--- src/verilog/lsw_pkg.sv ---
/*
  lsw_pkg: constants and types for the upper link status word builder.
  assumes: one core clock, synchronous active-low reset, all inputs synchronous.
*/
`default_nettype none
package lsw_pkg;

  // bit positions inside the 32-bit link status word
  localparam int unsigned LSW_BIT_TEN_FULL   = 14;
  localparam int unsigned LSW_BIT_TEN_HALF   = 15;
  localparam int unsigned LSW_BIT_TX_PAUSE   = 16;
  localparam int unsigned LSW_BIT_RX_PAUSE   = 17;
  localparam int unsigned LSW_POS_LP_PAUSE   = 18;
  localparam int unsigned LSW_BIT_SERDES     = 20;
  localparam int unsigned LSW_BIT_OEM_VALID  = 21;
  localparam int unsigned LSW_POS_MOD        = 22;
  localparam int unsigned LSW_POS_EXT_SPEED  = 24;

  // partner pause encodings
  localparam logic [1:0] LSW_PAUSE_NONE = 2'h0;
  localparam logic [1:0] LSW_PAUSE_SYM  = 2'h1;
  localparam logic [1:0] LSW_PAUSE_ASYM = 2'h2;
  localparam logic [1:0] LSW_PAUSE_BOTH = 2'h3;

  // modulation encodings; 0 and 3 reserved
  localparam logic [1:0] LSW_MOD_NRZ  = 2'h1;
  localparam logic [1:0] LSW_MOD_PAM4 = 2'h2;

  // extended speed/duplex codes
  localparam logic [7:0] LSW_EXT_NONE    = 8'h00;
  localparam logic [7:0] LSW_EXT_10_HALF = 8'h01;
  localparam logic [7:0] LSW_EXT_10_FULL = 8'h02;
  localparam logic [7:0] LSW_EXT_TX_HALF = 8'h03;
  localparam logic [7:0] LSW_EXT_T4      = 8'h04;
  localparam logic [7:0] LSW_EXT_TX_FULL = 8'h05;

  // register map (byte addresses)
  localparam logic [7:0] LSW_REG_CTRL   = 8'h00;
  localparam logic [7:0] LSW_REG_STATUS = 8'h04;

  // control register fields and reset value
  localparam int unsigned LSW_CTRL_OEM_VALID = 0;
  localparam int unsigned LSW_CTRL_MOD_EN    = 1;
  localparam int unsigned LSW_CTRL_EXT_EN    = 2;
  localparam logic [2:0]  LSW_CTRL_RESET     = 3'h0;
  localparam logic [31:0] LSW_WORD_RESET     = 32'h0000_0000;

  // resolved highest common speed from autonegotiation
  typedef enum logic [2:0] {
    LSW_SPD_NONE    = 3'b000,
    LSW_SPD_10_HALF = 3'b001,
    LSW_SPD_10_FULL = 3'b010,
    LSW_SPD_TX_HALF = 3'b011,
    LSW_SPD_T4      = 3'b100,
    LSW_SPD_TX_FULL = 3'b101
  } lsw_speed_t;

  // autonegotiation and mac/phy state feeding the word
  typedef struct packed {
    logic       an_enabled;
    logic       an_complete;
    logic       serdes_direct;
    logic       partner_ten_meg_full;
    logic       partner_ten_meg_half;
    logic       partner_sym_pause;
    logic       partner_asym_pause;
    logic       tx_pause_en;
    logic       rx_pause_en;
    logic [1:0] modulation;
    lsw_speed_t resolved_speed;
  } lsw_link_state_t;

endpackage
`default_nettype wire

--- src/verilog/lsw_status_upper.sv ---
/*
  lsw_status_upper: assembles bits 31..14 of the link status word from
  autonegotiation and mac/phy state, with a small register port.
  assumes: link_state is synchronous to mclk; register port strobes are
  one cycle, never both at once; read data returned the cycle after.
*/
`timescale 1ns/100ps
`default_nettype none

// Operation
// - bit 14 reports partner ten full
// - bit 15 reports partner ten half
// - partner bits valid only after autoneg
// - bit 16 reports pause transmit enable
// - bit 17 reports pause receive enable
// - bits 19..18 encode partner pause ability
// - bit 20 reports direct attach serializer
// - bit 21 reports oem settings valid
// - bits 23..22 encode nrz or pam4
// - extended speed zero when not resolved
module lsw_status_upper
  import lsw_pkg::*;
(
  // clock and reset
  input  wire logic      mclk,
  input  wire logic      rst_n,
  // link state from autonegotiation and mac
  input  wire lsw_link_state_t link_state,
  // register port
  input  wire logic [7:0]  reg_addr,
  input  wire logic [31:0] reg_wdata,
  input  wire logic        reg_wr,
  input  wire logic        reg_rd,
  output logic [31:0]      reg_rdata,
  // assembled word for the response builder
  output logic [31:0]      status_word
);

  logic [2:0]  ctrl;
  logic        partner_valid;
  logic [31:0] next_word;
  logic [1:0]  pause_code;
  logic [1:0]  mod_code;
  logic [7:0]  ext_code;

  // map the resolved speed onto its extended code
  function automatic logic [7:0] lsw_ext_of(input lsw_speed_t spd);
    logic [7:0] code;
    code = LSW_EXT_NONE;
    unique case (spd)
      LSW_SPD_NONE:    code = LSW_EXT_NONE;
      LSW_SPD_10_HALF: code = LSW_EXT_10_HALF;
      LSW_SPD_10_FULL: code = LSW_EXT_10_FULL;
      LSW_SPD_TX_HALF: code = LSW_EXT_TX_HALF;
      LSW_SPD_T4:      code = LSW_EXT_T4;
      LSW_SPD_TX_FULL: code = LSW_EXT_TX_FULL;
      default:         code = LSW_EXT_NONE; // illegal speed codes
    endcase
    return code;
  endfunction

  // partner advertisement qualifier
  // serializer off, autoneg on and done
  assign partner_valid = !link_state.serdes_direct && link_state.an_enabled &&
                         link_state.an_complete;

  // partner pause field, cleared when not valid
  always_comb begin
    pause_code = LSW_PAUSE_NONE;
    // sym low bit, asym high bit
    if (partner_valid) begin
      unique case ({link_state.partner_asym_pause, link_state.partner_sym_pause})
        2'h0: pause_code = LSW_PAUSE_NONE;
        2'h1: pause_code = LSW_PAUSE_SYM;
        2'h2: pause_code = LSW_PAUSE_ASYM;
        2'h3: pause_code = LSW_PAUSE_BOTH;
      endcase
    end
  end

  // modulation field, only nrz or pam4 pass
  always_comb begin
    mod_code = 2'h0;
    if (ctrl[LSW_CTRL_MOD_EN] &&
        (link_state.modulation == LSW_MOD_NRZ || link_state.modulation == LSW_MOD_PAM4)) begin
      mod_code = link_state.modulation;
    end
  end

  // extended speed/duplex field
  always_comb begin
    ext_code = LSW_EXT_NONE;
    // zero unless autoneg done, no serializer
    if (ctrl[LSW_CTRL_EXT_EN] && link_state.an_complete && !link_state.serdes_direct) begin
      ext_code = lsw_ext_of(link_state.resolved_speed);
    end
  end

  // assemble the upper word, low bits stay zero
  always_comb begin
    next_word = LSW_WORD_RESET;
    next_word[LSW_BIT_TEN_FULL] = partner_valid && link_state.partner_ten_meg_full;
    next_word[LSW_BIT_TEN_HALF] = partner_valid && link_state.partner_ten_meg_half;
    next_word[LSW_BIT_TX_PAUSE] = link_state.tx_pause_en;
    next_word[LSW_BIT_RX_PAUSE] = link_state.rx_pause_en;
    next_word[LSW_POS_LP_PAUSE +: 2] = pause_code;
    next_word[LSW_BIT_SERDES] = link_state.serdes_direct;
    next_word[LSW_BIT_OEM_VALID] = ctrl[LSW_CTRL_OEM_VALID];
    next_word[LSW_POS_MOD +: 2] = mod_code;
    next_word[LSW_POS_EXT_SPEED +: 8] = ext_code;
  end

  // status word register
  always_ff @(posedge mclk) begin
    if (!rst_n) begin
      status_word <= LSW_WORD_RESET;
    end else begin
      status_word <= next_word;
    end
  end

  // control register write
  always_ff @(posedge mclk) begin
    if (!rst_n) begin
      ctrl <= LSW_CTRL_RESET;
    end else if (reg_wr && reg_addr == LSW_REG_CTRL) begin
      ctrl <= reg_wdata[2:0];
    end
  end

  // read data, valid the cycle after the strobe only
  always_ff @(posedge mclk) begin
    if (!rst_n) begin
      reg_rdata <= 32'h0000_0000;
    end else if (reg_rd) begin
      unique case (reg_addr)
        LSW_REG_CTRL:   reg_rdata <= {29'h0000_0000, ctrl};
        LSW_REG_STATUS: reg_rdata <= status_word;
        default:        reg_rdata <= 32'h0000_0000; // unmapped
      endcase
    end else begin
      reg_rdata <= 32'h0000_0000;
    end
  end

endmodule
`default_nettype wire

--- config.mk ---
export PLATFORM = sky130hd
export DESIGN_NAME = lsw_status_upper
export DESIGN_NICKNAME = d
export VERILOG_FILES = /design/src/verilog/lsw_pkg.sv /design/src/verilog/lsw_status_upper.sv
export SDC_FILE = /design/constraint.sdc
export NUM_CORES = 1
export LEC_CHECK = 0
export ABC_AREA = 1
export ABC_CLOCK_PERIOD_IN_PS = 800
export BUFFER_PORTS_ARGS = -buffer_cell sky130_fd_sc_hd__buf_2
export CAP_MARGIN = 20
export CORE_UTILIZATION = 36
export DETAILED_ROUTE_END_ITERATION = 10
export GPL_TIMING_DRIVEN = 0
export PLACE_DENSITY = 0.77
export SYNTH_ARGS = -nofsm -noshare
export SYNTH_HDL_FRONTEND = slang
export SYNTH_SLANG_ARGS = --single-unit
--- constraint.sdc ---
create_clock -name mclk -period 0.8 [get_ports mclk]
set_input_delay 0 -clock mclk [delete_from_list [all_inputs] [get_ports mclk]]
set_output_delay 0 -clock mclk [all_outputs]
set_load 0.005 [all_outputs]
### After elaboration in Yosys (flattened, before gate mapping)

Cells that the tools add are included.

* bits in read-only memories: 0
* bits in latches: 0
* memories kept: 0
* input port bits: 58
* RAM bits: 0
* output and inout bits: 64
* register bits: 67
* word-level logic and storage cells: 37

* bitwise operators: 0
* equal/unequal tests: 11
* divide/modulo/power cells: 0
* mux-type cells: 3
* magnitude comparators: 0
* shifts and indexed selects: 0
* $mul: 0
* add/subtract/negate cells: 0
* reduce and logical (&&, ||, !) cells: 16

Operators with widths (count)
* one-hot mux 32 bit (2 select lines): 1
* one-hot mux 3 bit (5 select lines): 1
* == test 8 x 3 -> 1 bit, second input constant: 1
* logical AND 1 bit: 8
* zero test 8 bit: 1
* one-hot mux 2 bit (4 select lines): 1
* AND reduction 2 bit: 4
* == test 2 bit, second input constant: 3
* == test 3 x 2 -> 1 bit, second input constant: 2
* == test 3 bit, second input constant: 2
* == test 2 x 1 -> 1 bit, second input constant: 2
* == test 3 x 1 -> 1 bit, second input constant: 1
* zero test 2 bit: 1
* zero test 1 bit: 1
* logical OR 1 bit: 1

### Depth between registers and ports, before layout

* depth after elaboration: 4
* depth in mapped cells: 6

### Worst setup path after synthesis

Ideal clock, no wire load.

* path type: reg-to-reg
* start: reg ctrl[1]
* end: reg reg_rdata[1]
* arrival time: 578 ps
* setup slack: 130 ps
* period minus slack after synthesis: 670 ps
* path buffers: 0
* library setup time: 92 ps
* stages on the path, launching flop included: 3
* cells stage by stage: dfxtp_1 > inv_1 > nor4_1

* longest elaborated chain between the ends: 1

RTL lines
* from (decl): RTL line lsw_status_upper.sv:39 `logic [2:0] ctrl;`
* from (signal assigned): RTL line lsw_status_upper.sv:127 `ctrl <= reg_wdata[2:0];`
* one-hot mux 32 bit (2 select lines): RTL line lsw_status_upper.sv:136 `unique case (reg_addr)`
* to (signal assigned): RTL line lsw_status_upper.sv:137 `LSW_REG_CTRL: reg_rdata <= {29'h0000_0000, ctrl};`
* to (signal assigned): RTL line lsw_status_upper.sv:138 `LSW_REG_STATUS: reg_rdata <= status_word;`
* to (decl): RTL line lsw_status_upper.sv:34 `output logic [31:0] reg_rdata,`

No other way between the ends.
A chain may end at the register's enable or synchronous reset.

### Worst setup path after layout

* start: reg status_word[14]
* end: out status_word[14]

RTL lines
* from (decl): RTL line lsw_status_upper.sv:36 `output logic [31:0] status_word`
* from (signal assigned): RTL line lsw_status_upper.sv:118 `status_word <= next_word;`

No word-level cell between the ends.

==> results.md <==
- Worst hold path type: primary input to register
- Number of detailed-route iterations in the first pass: 4
- CP Max Fanout: 2
- Avg WL per Cell: 8.767 um
- Post-synth top flop: dfxtp_1
- Maxcap violations: 0
- Pin count of the biggest net entering global routing: 11
- WS Path Type: register to output port
- Root Driver: clkbuf_4
- Yosys top cell area share: 0.4872
- Clock transition at path regs: 90 ps
- P&R area growth vs syn: 53.66%
- RSZ-0062 raised after global routing: yes
- Pre-CTS setup slack: -50.08 ps
- Mean Syn Cell Area: 8.168 sq um
- Global route total overflow: 0
- DIE AREA: 3899 sq um
- WHS: -67.74 ps
- Clock skew: 3.423 ps
- Flop2flop setup slack: 40 ps
- Max Freq: 1281 MHz
- Post-CTS Hold Fix Bufs: 13
- Gr usage total: 0.1539
- Layout cells sized above 1: 0.4632
- Total power draw: 2.954 mW
- R2R Path End: reg_rdata[1]$_SDFF_PN0_
- Synth area leader: dfxtp_1
- Clk_lat worst skew: 330 ps
- Sequential area share after synthesis: 0.4872
- Status: complete, but fails checks
- Max-slew violations: 0
- IO Port Bufs: 56
- Data required, critical path: 800 ps
- Deepest clock path buffer count: 2
- Setup WS post-layout: 19.26 ps
- CTS tree: built
- CP endpoint kind: output port
- Sink Count: 32
- First DRT Iteration DRCs: 43
- HP Start: reg_rd
- Initial antenna violation count: 0
- Final count of hold timing violations: 9
- Initial Util: 0.3850
- Cell family with most CP delay: flip-flops
- Asr flop ratio synth: 0
- Synth area leaders: dfxtp_1 (49%), buf_4 (21%), nand2_1 (7.4%)
- WHS Endpoint: reg_rdata[1]$_SDFF_PN0_
- Final setup viols: 0
- Die height: 62.44 um
- Failing checks: negative hold slack
- CP peak stage delay: 330 ps
- Core box area: 3416 sq um
- Number of flops mapped to enable cells by yosys: 0
- Synth warnings: 0
- Overall routed net length: 2788 um
- Fin crit period: 780.7 ps
- Routability cong.: 0.8251
- WP buf/inv: 1
- Peak VDD IR: 463.4 uV
- Number of library cell types mapped by synthesis: 18
- P per Cell Area: 1462 nW/um^2
- Layout Cells excl Fill: 318
- Vias: 1203
- Final setup TNS: 0 ps
- # rows: 21
- Vias in the first global route: 1146
- Final ANT Viol Nets: 0
- Critical-path cell list: buf_2
- Cells after Synth: 161
- Slowest-stage cell, CP: dfxtp_2
- Global-route wire length before repair: 4540 um
- Post-detail-place hpwl: 2003 um
- Vias per inst: 3.783
- Leak: 1.146 nW
- CP arrival: 780 ps
- Antenna Cells: 0
- Setup Fix Bufs, Post-CTS: 0
- H-tree level count: 2
- DRC violations left: 0
- # nets final: 329
- Reg2Reg Launch Point: ctrl[1]$_SDFFE_PN0P_
- Worst r2r path cells: 2
- Top cells by count, synth: buf_4 (36), dfxtp_1 (32), nand2_1 (26), nor2_1 (24), inv_1 (19)
- I/O pin cnt: 122
- Top-count cell post-synth: buf_4
- CP Launch Point: status_word[14]$_SDFF_PN0_
- Post-Place Cells: 297
- Seq cells post-synth: 32
- Mapped Area: 1315 sq um
- Fillers: 314
- Die extent in x: 62.44 um
- Tcrit/Tclk final: 0.9759
- Worst Hold Path Cells: 3
- Inserted Clock Buffers: 5
- Startpoint type of the worst setup path: register
==> stage by stage <==
step | util | cell area (sq um) | hold slack [ps]
floorplan | - | 1443 | 75.20
global placement | 0.5212 | 1780 | 184.3
detailed placement | 0.5212 | 1780 | 182.9
CTS | 0.5777 | 1973 | -88.81
global route | 0.5916 | 2021 | -80.44
finish | 0.5916 | 2021 | -67.74
==> placed cells by master (no fill, tap or decap), types with 2 or more instances in the layout <==
cell	n
conb_1	35
nor2_1	24
dfxtp_2	14
inv_1	18
a21oi_1	3
nor2_2	3
clkbuf_1	2
buf_2	55
inv_2	2
nand2_1	26
buf_6	3
clkbuf_4	5
nor4_2	3
buf_4	36
dlygate4sd3_1	12
and3_2	2
nand3_1	5
dfxtp_1	18
==> kinds of logic (layout without fill, tap and decap cells) <==
group / Yosys count / in the layout / share of synthesized area
simple gates: 67 / 67 / 0.2236
buf+inv: 58 / 135 / 0.2750
flops: 32 / 32 / 0.4872
compound gates: 3 / 3 / 0.01141
other cells: 1 / 35 / 0.002852
==> per-layer routing <==
metal | track usage | wire (um) | vias up
li1 | - | - | 629
met1 | 0.1365 | 1021 | 496
met2 | 0.2785 | 1358 | 65
met3 | 0.04745 | 270 | 13
met4 | 0.1337 | 138 | 0
met5 | 0 | 0 | -
==> worst reg2reg max path, cell delays in order, from the launching register on <==
cell and delay, ps:
dfxtp_1 350, inv_2 70, nor4_2 250
==> report_power, final <==
group          switching (mW)  internal, mW  total [mW]  leakage (nW)
clock network           0.508         0.433       0.941        0.0326
logic                   0.166         0.236       0.402         0.848
registers             0.00622          1.60        1.61         0.265
==> layout make-up <==
class	instances	area, sq um	share of cell area
buffer	38	286.5	0.1418
timing repair buffer	69	425.4	0.2105
tap	46	57.56	0.02848
multi-input combinational	105	459.2	0.2272
clock buffer	8	58.81	0.02910
inverter	20	75.07	0.03715
sequential	32	658.1	0.3257
==> worst max path at each step <==
stage / end / slack, ps / depth (start not counted)
finish: status_word[14] / 20 / 1
global route: status_word[22]$_SDFF_PN0_ / -30 / 2
CTS: status_word[14] / 3 / 1
detailed placement: reg_rdata[22]$_SDFF_PN0_ / -50 / 5
global placement: reg_rdata[24]$_SDFF_PN0_ / -40 / 5
floorplan: reg_rdata[1]$_SDFF_PN0_ / 130 / 2
==> registers in the layout (all words and copies together), names as in the netlist <==
| signal | count |
|---|---|
| ctrl | 3 |
| reg_rdata | 16 |
| status_word | 13 |
==> what timing repair did <==
| action | 4_1_cts | 5_1_grt |
|---|---|---|
| hold endpoints to repair | 17 | 8 |
| gates resized for setup | 3 | 18 |
| endpoints found under the setup margin | 3 | 18 |
Note: power is estimated with default switching activity, not from simulation.
